--- src/sds_pkg.sv ---
// Package with the constants and types of the slice decode scheduler.
package sds_pkg;
    localparam int unsigned CNT_W = 16;
    localparam int unsigned FILL_W = 24;
    localparam int unsigned BPP_W = 8;
    localparam int unsigned SLC_W = 3;
    localparam int unsigned DATA_W = 32;
    localparam int unsigned FIFO_DEPTH = 16;
    localparam logic [CNT_W-1:0] GROUP_PIX = 16'h0003;
    localparam logic [1:0] CHUNK_PART2 = 2'h2;
    localparam logic [1:0] CHUNK_PART2_LONG = 2'h3;
    localparam logic [1:0] CHUNK_MAX = 2'h3;
    localparam logic [CNT_W-1:0] CNT_RST = 16'h0000;
    localparam logic [FILL_W-1:0] FILL_RST = 24'h000000;

    typedef enum logic [1:0] {
        SDS_IDLE,
        SDS_WAIT,
        SDS_RUN,
        SDS_PAUSE
    } sds_state_t;

    typedef struct packed {
        sds_state_t st;
        logic [CNT_W-1:0] pix;
        logic [CNT_W-1:0] div;
        logic [CNT_W-1:0] dpix;
        logic [1:0] chunks;
        logic part2;
        logic pend;
        logic [FILL_W-1:0] fill;
        logic [FILL_W-1:0] cap;
        logic err;
    } sds_sched_t;
endpackage

--- src/sds_scheduler.sv ---
// Slice decode scheduler with its compressed data FIFO.
//
// Function
// RL1 - Blanking or several slices adapt only timing and storage, never the decoding algorithm.
// RL2 - Without blanking, decoding starts the start latency after the slice's first bit.
// RL3 - Transport sends line bits at the active pixel rate and nothing during blank; the transport model sends one word per clock while ready.
// RL4 - With blanking, one slice, start waits latency plus blank after first bit.
// RL5 - With blanking, storage grows by blank duration times blank-free rate in bits.
// RL6 - Extra start delay is allowed when matching extra buffer is added.
// RL7 - Split schedule: part 1 after latency, part 2 resumes at next chunk.
// RL8 - Part 1 decodes slice width minus latency; part 2 decodes the latency.
// RL9 - Parallel mode decodes continuously at pixel rate divided by slice count.
// RL10 - Parallel part 2 waits for chunk 2; part 1 runs right before it.
// RL11 - Parallel mode adds slice width minus latency times bits per pixel.
// RL12 - Chunk length times bits per pixel above rate buffer size is stored extra.
// RL13 - With blanking in parallel mode, same pixel counts at the active pixel rate.
// RL14 - Latency above slice width: part 1 after leftover past chunk 2, part 2 in chunk 3.
// RL15 - After the start, one group of three pixels leaves the buffer each group time.
// RL16 - Pixel and fullness counters kept; error on overflow or underflow of fullness.

`timescale 1ns/1ps

////////////////////////////////////////////////////////////////////////////////
// Compressed data FIFO with valid and ready on both sides.
module sds_fifo #(
    parameter int unsigned WIDTH = sds_pkg::DATA_W,
    parameter int unsigned DEPTH = sds_pkg::FIFO_DEPTH
) (
    input wire logic i_clk,
    input wire logic i_rst,
    input wire logic i_in_valid,
    input wire logic [WIDTH-1:0] i_in_data,
    output logic o_in_ready,
    output logic o_out_valid,
    output logic [WIDTH-1:0] o_out_data,
    input wire logic i_out_ready
);
    localparam int unsigned AW = $clog2(DEPTH);

    typedef struct packed {
        logic [DEPTH-1:0][WIDTH-1:0] mem;
        logic [AW-1:0] wp;
        logic [AW-1:0] rp;
        logic [AW:0] cnt;
    } sds_fifo_t;

    sds_fifo_t q_ff;
    sds_fifo_t nxt_q;
    logic push;
    logic pop;

    assign o_in_ready = (q_ff.cnt != (AW+1)'(DEPTH));
    assign o_out_valid = (q_ff.cnt != '0);
    assign o_out_data = q_ff.mem[q_ff.rp];
    assign push = i_in_valid && o_in_ready;
    assign pop = o_out_valid && i_out_ready;

    always_comb begin
        nxt_q = q_ff;
        if (push) begin
            nxt_q.mem[q_ff.wp] = i_in_data;
            nxt_q.wp = (q_ff.wp == AW'(DEPTH - 1)) ? '0 : q_ff.wp + 1'b1;
        end
        if (pop) begin
            nxt_q.rp = (q_ff.rp == AW'(DEPTH - 1)) ? '0 : q_ff.rp + 1'b1;
        end
        if (push && !pop) begin
            nxt_q.cnt = q_ff.cnt + 1'b1;
        end else if (pop && !push) begin
            nxt_q.cnt = q_ff.cnt - 1'b1;
        end
    end

    always_ff @(posedge i_clk) begin
        if (i_rst) begin
            q_ff <= '0;
        end else begin
            q_ff <= nxt_q;
        end
    end
endmodule

////////////////////////////////////////////////////////////////////////////////
// Scheduler top level.
module sds_scheduler #(
    parameter int unsigned WIDTH = sds_pkg::DATA_W,
    parameter int unsigned DEPTH = sds_pkg::FIFO_DEPTH
) (
    input wire logic i_clk,
    input wire logic i_rst,
    input wire logic i_sync_par,
    input wire logic i_blank_en,
    input wire logic [sds_pkg::SLC_W-1:0] i_slices,
    input wire logic [sds_pkg::CNT_W-1:0] i_dec_delay,
    input wire logic [sds_pkg::CNT_W-1:0] i_slice_width,
    input wire logic [sds_pkg::CNT_W-1:0] i_horizontal_blank_interval,
    input wire logic [sds_pkg::CNT_W-1:0] i_extra_delay,
    input wire logic [sds_pkg::BPP_W-1:0] i_bpp,
    input wire logic [sds_pkg::FILL_W-1:0] i_rate_buf_bits,
    input wire logic i_pix_tick,
    input wire logic i_line_start,
    input wire logic i_chunk_start,
    input wire logic i_in_valid,
    input wire logic [WIDTH-1:0] i_in_data,
    input wire logic [sds_pkg::BPP_W-1:0] i_in_bits,
    output logic o_in_ready,
    output logic o_grp_valid,
    output logic [WIDTH-1:0] o_grp_data,
    input wire logic i_grp_ready,
    output logic o_decoding,
    output logic o_part2,
    output logic [sds_pkg::CNT_W-1:0] o_pix_cnt,
    output logic [sds_pkg::FILL_W-1:0] o_fullness,
    output logic [sds_pkg::FILL_W-1:0] o_capacity,
    output logic o_error
);
    sds_pkg::sds_sched_t q_ff;
    sds_pkg::sds_sched_t nxt_q;
    logic fifo_in_ready;
    logic fifo_out_valid;
    logic push;
    logic pop;
    logic [sds_pkg::CNT_W-1:0] start_time;
    logic [sds_pkg::CNT_W-1:0] grp_period;
    logic [sds_pkg::CNT_W-1:0] part1_w;
    logic [1:0] need_chunks;
    logic [sds_pkg::FILL_W-1:0] grp_bits;
    logic [sds_pkg::FILL_W-1:0] cap;
    logic long_delay;

    // Multiplies a pixel count by a small factor, cut to the counter width.
    function automatic logic [sds_pkg::CNT_W-1:0] mul_cnt(
        input logic [sds_pkg::CNT_W-1:0] a,
        input logic [sds_pkg::CNT_W-1:0] b
    );
        logic [2*sds_pkg::CNT_W-1:0] p;
        p = a * b;
        mul_cnt = p[sds_pkg::CNT_W-1:0];
    endfunction

    // Converts a pixel-time count into bits at the given bits per pixel.
    function automatic logic [sds_pkg::FILL_W-1:0] to_bits(
        input logic [sds_pkg::CNT_W-1:0] pix,
        input logic [sds_pkg::BPP_W-1:0] bpp
    );
        logic [sds_pkg::CNT_W+sds_pkg::BPP_W-1:0] p;
        p = pix * bpp;
        to_bits = p[sds_pkg::FILL_W-1:0];
    endfunction

    // Widens a slice count to the counter width.
    function automatic logic [sds_pkg::CNT_W-1:0] slc_ext(
        input logic [sds_pkg::SLC_W-1:0] n
    );
        slc_ext = {{(sds_pkg::CNT_W-sds_pkg::SLC_W){1'b0}}, n};
    endfunction

    ////////////////////////////////////////////////////////////////////////////
    // Data path.
    sds_fifo #(
        .WIDTH(WIDTH),
        .DEPTH(DEPTH)
    ) u_fifo (
        .i_clk(i_clk),
        .i_rst(i_rst),
        .i_in_valid(i_in_valid),
        .i_in_data(i_in_data),
        .o_in_ready(fifo_in_ready),
        .o_out_valid(fifo_out_valid),
        .o_out_data(o_grp_data),
        .i_out_ready(i_grp_ready && q_ff.pend)
    );

    assign o_in_ready = fifo_in_ready;
    assign push = i_in_valid && fifo_in_ready;
    assign o_grp_valid = q_ff.pend && fifo_out_valid;
    assign pop = o_grp_valid && i_grp_ready;

    ////////////////////////////////////////////////////////////////////////////
    // Schedule figures; the coded stream and its buffer model stay untouched. RL1
    always_comb begin
        long_delay = i_dec_delay > i_slice_width;
        if (i_sync_par) begin
            if (long_delay) begin
                start_time = mul_cnt(slc_ext(i_slices), i_slice_width) + i_dec_delay
                    - i_slice_width; // RL14
            end else begin
                start_time = mul_cnt(slc_ext(i_slices), i_dec_delay); // RL10 RL13
            end
            grp_period = mul_cnt(sds_pkg::GROUP_PIX, slc_ext(i_slices)); // RL9
        end else begin
            if (i_blank_en) begin
                start_time = i_dec_delay + i_horizontal_blank_interval; // RL4
            end else begin
                start_time = i_dec_delay; // RL2 RL7
            end
            grp_period = sds_pkg::GROUP_PIX;
        end
        start_time = start_time + i_extra_delay; // RL6
        part1_w = long_delay ? sds_pkg::CNT_RST : i_slice_width - i_dec_delay; // RL8
        need_chunks = (i_sync_par && long_delay) ? sds_pkg::CHUNK_PART2_LONG
            : sds_pkg::CHUNK_PART2; // RL14
        grp_bits = to_bits(sds_pkg::GROUP_PIX, i_bpp); // RL15
        cap = i_rate_buf_bits + to_bits(i_extra_delay, i_bpp); // RL6
        if (i_blank_en) begin
            cap = cap + to_bits(i_horizontal_blank_interval, i_bpp); // RL5
        end
        if (i_sync_par) begin
            cap = cap + to_bits(part1_w, i_bpp); // RL11
        end else if (to_bits(i_slice_width, i_bpp) > i_rate_buf_bits) begin
            cap = cap + to_bits(i_slice_width, i_bpp) - i_rate_buf_bits; // RL12
        end
    end

    ////////////////////////////////////////////////////////////////////////////
    // Slice line state machine and buffer fullness.
    always_comb begin
        nxt_q = q_ff;
        nxt_q.cap = cap;
        if (i_chunk_start && q_ff.chunks != sds_pkg::CHUNK_MAX) begin
            nxt_q.chunks = q_ff.chunks + 1'b1;
        end
        case (q_ff.st)
            sds_pkg::SDS_IDLE: begin
                if (i_line_start) begin
                    nxt_q.st = sds_pkg::SDS_WAIT;
                    nxt_q.pix = sds_pkg::CNT_RST;
                    nxt_q.dpix = sds_pkg::CNT_RST;
                    nxt_q.div = sds_pkg::CNT_RST;
                    nxt_q.chunks = 2'h1;
                    nxt_q.part2 = 1'b0;
                end
            end
            sds_pkg::SDS_WAIT: begin
                if (q_ff.pix >= start_time) begin
                    nxt_q.st = sds_pkg::SDS_RUN; // RL2 RL4
                end else if (i_pix_tick) begin
                    nxt_q.pix = q_ff.pix + 1'b1; // RL16
                end
            end
            sds_pkg::SDS_RUN: begin
                if (i_pix_tick) begin
                    nxt_q.pix = q_ff.pix + 1'b1;
                    if (q_ff.div >= grp_period - 1'b1) begin
                        nxt_q.div = sds_pkg::CNT_RST;
                        nxt_q.pend = 1'b1; // RL15
                        if (q_ff.pend) begin
                            nxt_q.err = 1'b1; // RL16
                        end
                    end else begin
                        nxt_q.div = q_ff.div + 1'b1;
                    end
                end
                if (!q_ff.part2 && q_ff.dpix >= part1_w) begin
                    if (q_ff.chunks >= need_chunks) begin
                        nxt_q.part2 = 1'b1; // RL10 RL14
                    end else begin
                        nxt_q.st = sds_pkg::SDS_PAUSE; // RL7
                    end
                end else if (q_ff.dpix >= i_slice_width) begin
                    nxt_q.st = sds_pkg::SDS_IDLE; // RL8
                end
            end
            sds_pkg::SDS_PAUSE: begin
                if (i_pix_tick) begin
                    nxt_q.pix = q_ff.pix + 1'b1;
                end
                if (q_ff.chunks >= need_chunks) begin
                    nxt_q.st = sds_pkg::SDS_RUN; // RL7
                    nxt_q.part2 = 1'b1;
                    nxt_q.div = sds_pkg::CNT_RST;
                end
            end
            default: begin
                nxt_q.st = sds_pkg::SDS_IDLE;
            end
        endcase
        if (pop) begin
            nxt_q.pend = 1'b0;
            nxt_q.dpix = q_ff.dpix + sds_pkg::GROUP_PIX; // RL15
        end
        nxt_q.fill = q_ff.fill + (push ? {{(sds_pkg::FILL_W-sds_pkg::BPP_W){1'b0}}, i_in_bits}
            : sds_pkg::FILL_RST);
        if (pop) begin
            if (nxt_q.fill < grp_bits) begin
                nxt_q.err = 1'b1; // RL16
                nxt_q.fill = sds_pkg::FILL_RST;
            end else begin
                nxt_q.fill = nxt_q.fill - grp_bits;
            end
        end
        if (nxt_q.fill > cap) begin
            nxt_q.err = 1'b1; // RL16
        end
    end

    always_ff @(posedge i_clk) begin
        if (i_rst) begin
            q_ff <= '0;
        end else begin
            q_ff <= nxt_q;
        end
    end

    assign o_decoding = (q_ff.st == sds_pkg::SDS_RUN);
    assign o_part2 = q_ff.part2;
    assign o_pix_cnt = q_ff.pix;
    assign o_fullness = q_ff.fill;
    assign o_capacity = q_ff.cap;
    assign o_error = q_ff.err;
endmodule

--- config.mk ---
export PLATFORM = sky130hd
export DESIGN_NAME = sds_scheduler
export DESIGN_NICKNAME = d
export VERILOG_FILES = /design/src/sds_pkg.sv /design/src/sds_scheduler.sv
export SDC_FILE = /design/constraint.sdc
export NUM_CORES = 2
export LEC_CHECK = 0
export ABC_AREA = 1
export BUFFER_PORTS_ARGS = -buffer_cell sky130_fd_sc_hd__buf_2
export CAP_MARGIN = 5
export CORE_MARGIN = 4
export CORE_UTILIZATION = 40
export CTS_BUF_LIST = sky130_fd_sc_hd__clkbuf_8
export DETAILED_ROUTE_END_ITERATION = 6
export PLACE_DENSITY = 0.66
export SLEW_MARGIN = 20
export SYNTH_ARGS = -nofsm -noshare
export SYNTH_HDL_FRONTEND = slang
export SYNTH_SLANG_ARGS = --single-unit
--- constraint.sdc ---
create_clock -name i_clk -period 16.7 [get_ports i_clk]
set_clock_uncertainty 0.1 [all_clocks]
set_input_delay 3.34 -clock i_clk [delete_from_list [all_inputs] [get_ports i_clk]]
set_output_delay 3.34 -clock i_clk [all_outputs]
set_load 0.01 [all_outputs]
[Word level (Yosys, flattened, before mapping)]
Index checks and enable logic that the tools add are counted.
Storage, ports and cells
  RAM bits: 0
  memories kept: 0
  register bits: 628
  bits in read-only memories: 0
  word-level logic and storage cells: 159
  bits in latches: 0
Cells by class
  muxes and demuxes: 47
  bitwise operators: 0
  shifts and indexed selects: 0
  add/sub/neg operators: 21
  $lt $le $gt $ge: 12
  divide/modulo/power cells: 0
  reduce and logical (&&, ||, !) cells: 27
  multiply operators: 8
  eq/ne operators: 15
Operators by type and width (count)
  512-bit bitwise mux: 1
  16-bit 2-to-1 mux: 9
  32-bit binary-select mux with 4-bit select: 1
  32-bit demux with 4-bit select: 1
  24-bit 2-to-1 mux: 5
  24-bit adder: 4
  16-bit by 8-bit multiplier with 24-bit output: 4
  32-bit 2-to-1 mux: 3
  18-bit one-hot mux with 4 select lines: 1
  16-bit >= comparator: 4
  53-bit 2-to-1 mux: 1
  16-bit adder: 3
  24-bit greater-than comparator: 2
  16-bit one-hot mux with 3 select lines: 1
  16-bit by 1-bit adder with 16-bit output, second input constant: 2
  3-bit by 16-bit multiplier with 16-bit output: 2
  16-bit subtractor: 2
  24-bit by 8-bit adder with 24-bit output: 1
  24-bit by 10-bit < comparator with 1-bit output: 1
  24-bit by 10-bit subtractor with 24-bit output: 1
  24-bit subtractor: 1
  18-bit 2-to-1 mux: 1
  16-bit by 2-bit adder with 16-bit output, second input constant: 1
  16-bit greater-than comparator: 1
  other kinds (35): 77

[Logic depth before layout (Yosys ltp)]
  depth after elaboration: 10
  depth in mapped cells: 64
  gate-level depth less buffers: 62

[Cells and area by module]
A second synthesis with hierarchy kept.
Second synthesis, totals
  cell total of the unflattened synthesis: 9594
  area total of the unflattened synthesis: 62423.6 um2
Modules (own cells, without submodules)
  sds_scheduler: instances 1, area an instance 35109.9 um2, seq. area each 2062.0 um2, cells each 4981
  sds_fifo: instances 1, area an instance 27313.7 um2, seq. area each 10510.1 um2, cells each 4613

[Worst setup path before layout]
OpenSTA, ideal clock, no wires.
  kind: input to register
  start: input port i_bpp[0] in the netlist's numbering
  end: register q_ff (netlist bit o_error)
  required time: 16526 ps
  path slack: 1557 ps
  path buffers: 2
  stages: 56
  data arrival time: 14968 ps
  cell sequence: clkbuf_1 -> clkbuf_1 -> nand2_1 -> fa_1 -> inv_1 -> fa_1 -> inv_1 -> fa_1 -> fa_1 -> inv_1 -> ha_1 -> a21oi_1 -> nand2_1 -> nand2_1 -> nand2_1 -> nand2_1 -> nand2_1 -> a21oi_1 -> [... 20 more ...] -> nand2_1 -> nor2_1 -> nand3b_1 -> nand2_1 -> nand2_1 -> a21oi_1 -> nand3_1 -> o21bai_1 -> a21oi_1 -> o21ai_0 -> nand2_1 -> ha_1 -> nand2_1 -> nor4_1 -> nand3_1 -> nand3_1 -> a21oi_1 -> a31oi_1
Between the ends
  word-level cells in the longest chain between the ends: 10
  elaborated cells on any way between the ends: 22
  classes of those cells: add/sub: 6; mul: 5; order compare: 3; mux: 8
RTL lines
  from (decl): RTL line sds_scheduler.sv:98  | input wire logic [sds_pkg::BPP_W-1:0] i_bpp,
  16-bit by 8-bit multiplier with 24-bit output: RTL line sds_scheduler.sv:147  | p = pix * bpp;
  24-bit adder: RTL line sds_scheduler.sv:204  | cap = i_rate_buf_bits + to_bits(i_extra_delay, i_bpp);
  24-bit adder: RTL line sds_scheduler.sv:206  | cap = cap + to_bits(i_horizontal_blank_interval, i_bpp);
  24-bit 2-to-1 mux: RTL line sds_scheduler.sv:205  | if (i_blank_en) begin
  24-bit adder: RTL line sds_scheduler.sv:211  | cap = cap + to_bits(i_slice_width, i_bpp) - i_rate_buf_bits;
  24-bit subtractor: RTL line sds_scheduler.sv:211
  24-bit 2-to-1 mux: RTL line sds_scheduler.sv:210  | end else if (to_bits(i_slice_width, i_bpp) > i_rate_buf_bits) begin
  24-bit 2-to-1 mux: RTL line sds_scheduler.sv:208  | if (i_sync_par) begin
  24-bit greater-than comparator: RTL line sds_scheduler.sv:292  | if (nxt_q.fill > cap) begin
  1-bit 2-to-1 mux *: RTL line sds_scheduler.sv:292
  to (signal assigned): RTL line sds_scheduler.sv:301  | q_ff <= nxt_q;
  to (decl): RTL line sds_scheduler.sv:117  | sds_pkg::sds_sched_t q_ff;
Every way passes the cells marked *; elsewhere a longest branch is shown, timed or not.
A chain may end at the register's enable or synchronous reset.

[Final worst setup path]
  start: input port i_bpp[1] in the netlist's numbering
  end: register q_ff (netlist bit o_error)
The elaborated chain is that of the path after synthesis.

==> run summary <==
On the critical path, the stage with the largest delay is an instance of fa_1. The final clock period utilization by the worst path was 93.57%; the post-detailed-route count of antenna-violating nets was 0. The number of distinct standard cells referenced by the synthesized netlist came out at 61. Number of enable flip-flop cells after synthesis: 0.

The run finished with clean final reports. The setup total negative slack was 0 ns. Relative to the synthesized area, the layout overhead comes to 7.687%. The tools report the post-synthesis cell area as 57680 um^2. The CTS clock-pin slew for the worst setup and hold paths came out at 0.07 ns. Counting stages on the worst path, the most repeated cell is nand2_1. The worst hold slack came out at 0.3398 ns. Setup repair after global routing left no endpoint under its margin.

The mean number of vias per cell was 5.264. STA classifies the critical path startpoint as an input pin. For this design the top-level I/O count stands at 249.

The highest fanout seen on the critical path works out to 16. Prior to clock tree synthesis, the placed netlist has a worst setup slack of 0.3428 ns. STA puts the critical path data required time at 17.32 ns.

The port buffer count is 248. The first global-routing pass estimated 287800 um of wire. The worst path needs 15.63 ns of the cycle, external delays included. The worst endpoint data arrival time was 16.24 ns; the total grt overflow was 0. In the post-synthesis netlist, the biggest area contributors are dfxtp_1 (22%), fa_1 (17%), inv_1 (11%), a21oi_1 (9.9%), ha_1 (9.4%).

In this run, the number of DRC markers left after iteration 0 of detailed routing was 4293. The floorplan step defined a die boundary enclosing 150300 um^2. The final number of setup-violating endpoints was 0. Synthesis produced a netlist with a net count of 9130. Synthesis produced 8062 cells. Global routing used 24.29% of the available tracks. Post-CTS repair changed the size of 0 cells. The synthesized design contains 628 register bits. For the number of hold-repair buffers added at the cts stage, the log shows 0.

The total count of hold-check failures in the final report is 0. In this run the tightest slew margin relative to its limit is 17.16%. The H-tree generated during clock tree synthesis spans 3 levels. The worst hold path belongs to the class flip-flop to flip-flop. Cell taking the most area after synthesis: dfxtp_1. In this design, the stage delay of the slowest critical-path cell is 0.54 ns. The top flip-flop cell by instance count after synthesis is dfxtp_1. The aggregate routed wire length came out at 186800 um.

The run gives 0 as the count of synthesis-stage warnings from yosys. Max-cap violations in this run came to 0. Once the clock tree was built, the setup fixing pass inserted 0 buffers. TritonCTS built the clock tree. The run gives 628 as the total number of clock tree sinks. After legalization and detailed placement, the total HPWL measured 134700 um.

Timing would allow up to 64.00 MHz. Before antenna repair, the detailed router went through 7 iterations. In this run, CTS created clock tree buffers numbering 107.

The final layout contains 9039 nets. Final routed wire length divided by cell count: 18.73 um. The average cell area after synthesis came out at 7.155 um^2. Entering global routing, the biggest net connects 162 pins. At the pin with the least slew margin, the transition time is 1.230 ns. At the later pin of the worst-skew pair, clock insertion delay measures 0.81 ns. In the synthesized netlist the async set-or-reset flop fraction comes to 0%. The run gives 52500 as the via count. For this run, the register share of the synthesized area comes to 21.80%. The post-route netlist has 7.036% of its cells at a drive strength greater than 1.

The floorplan step set the die width to 387.7 um. The final worst-path setup slack was 1.074 ns; the starting density of the core was 40.20%. The tools report the capturing element type of the critical path as a flip-flop. Initial antenna violation count: 21. Count of pins over their slew limit: 0. The core area is 143500 um^2, and the number of DRC violations after detailed routing is 0. The die boundary height was 387.7 um; the top cell type's share of synthesized area was 21.80%. The setup path with the least slack is of type input pin to flip-flop. The floorplan row count came out at 139.

Number of buffers on the longest clock path: 3. The weighted congestion at the end of routability-driven global placement was 0.9656. The via count of the first global-routing pass came out at 49910.

In this run the clock root is driven by a clkbuf_8.
[layer usage]
metal	vias up	track usage, %	wire length (um)
li1	25400	-	-
met1	24980	32.24	79930
met2	1795	39.40	85360
met3	329	4.207	13840
met4	2	9.447	7710
met5	-	0	9
[cell type report]
class / instances / area [um^2]
Fill cell: 14600 / 81360
Multi-Input combinational cell: 5277 / 36740
Sequential cell: 628 / 12580
Inverter: 1642 / 6181
Tap cell: 1903 / 2381
Clock buffer: 138 / 1899
Timing Repair Buffer: 315 / 1758
Clock inverter: 58 / 541.8
Antenna cell: 13 / 32.53
[cells in the final DEF (no fill, tap or decap), drive strengths merged, types with 17 or more instances in the layout]
master and instances:
inv 1670, a21oi 1137, nand2 1120, o21ai 953, dfxtp 628, fa 488
ha 432, nor2 359, buf 315, nand3 237, clkbuf 138, xor2 128
nor3 78, xnor2 62, nand4 45, a311o 32, or2 24, clkinv 24
a31oi 17, o21bai 17
[path summary, 6_finish.rpt]
check	slack, ns	end	startpoint	cells past startpoint
worst min-delay path	0.34	u_fifo.q_ff[147]$_SDFFE_PP0P_	u_fifo.q_ff[147]$_SDFFE_PP0P_	2
worst max-delay path	1.07	o_error$_SDFF_PP0_	i_bpp[1]	55
worst max register to register	9.59	o_error$_SDFF_PP0_	u_fifo.q_ff[0]$_SDFFE_PP0P_	34
worst min register to register	0.34	u_fifo.q_ff[147]$_SDFFE_PP0P_	u_fifo.q_ff[147]$_SDFFE_PP0P_	2
[synthesized netlist by cell type (7+ instances only)]
cell / number
o21ai_1: 8
o21bai_1: 17
xnor2_1: 61
nand3b_1: 7
clkbuf_2: 22
a211oi_1: 14
a22oi_1: 13
buf_4: 66
clkbuf_1: 396
o2111ai_1: 8
a311o_1: 32
nor3_1: 63
nor2_1: 352
o211ai_1: 14
nand3_1: 235
a21o_1: 11
xor2_1: 127
o31ai_1: 10
buf_1: 22
o21a_1: 13
nand4_1: 44
a31oi_1: 17
inv_1: 1625
a21oi_1: 1137
ha_1: 432
nor3_2: 15
or2_2: 24
o221ai_1: 8
o21ai_0: 944
nor4_1: 14
inv_2: 10
nand2_1: 1116
fa_1: 488
dfxtp_1: 628
[worst max-delay path: cells and delay by family]
| family | cells | cell delay (ns) |
|---|---|---|
| adders and majority gates | 16 | 7.29 |
| and+or+nand+nor | 19 | 2.41 |
| AOI/OAI and AO/OA | 11 | 2.03 |
| buffers and inverters | 7 | 0.73 |
| xor gates and xnor gates | 2 | 0.40 |
[registers in the layout, indices dropped and copies added (netlist names)]
| signal | flops |
|---|---|
| o_capacity | 24 |
| o_part2 | 1 |
| o_pix_cnt | 16 |
| o_fullness | 24 |
| o_error | 1 |
| u_fifo.q_ff | 525 |
| q_ff | 37 |
[metrics by stage]
stage	instance area (um^2)	cells	utilization, %
after floorplan	57680	8062	-
after global placement	59610	9762	41.55
after detailed placement	59630	9764	41.56
after CTS	62070	9960	43.26
after global routing	62100	9967	43.28
final	62120	9974	43.29
[kinds of logic (layout without fill, tap and decap cells)]
kind of cell	count (synthesis)	in the layout	synth area share, %
AOI/OAI and AO/OA	2270	2270	20.65
buffers and inverters	2157	2153	14.58
and+or+nand+nor	1897	1897	13.76
adders and majority gates	920	920	26.31
DFF	628	628	21.80
xor gates and xnor gates	190	190	2.911
other	0	13	0
Power is left out: the tool's default activity adds up to more than one toggle a clock period on the data nets, which glitch-free logic cannot reach.
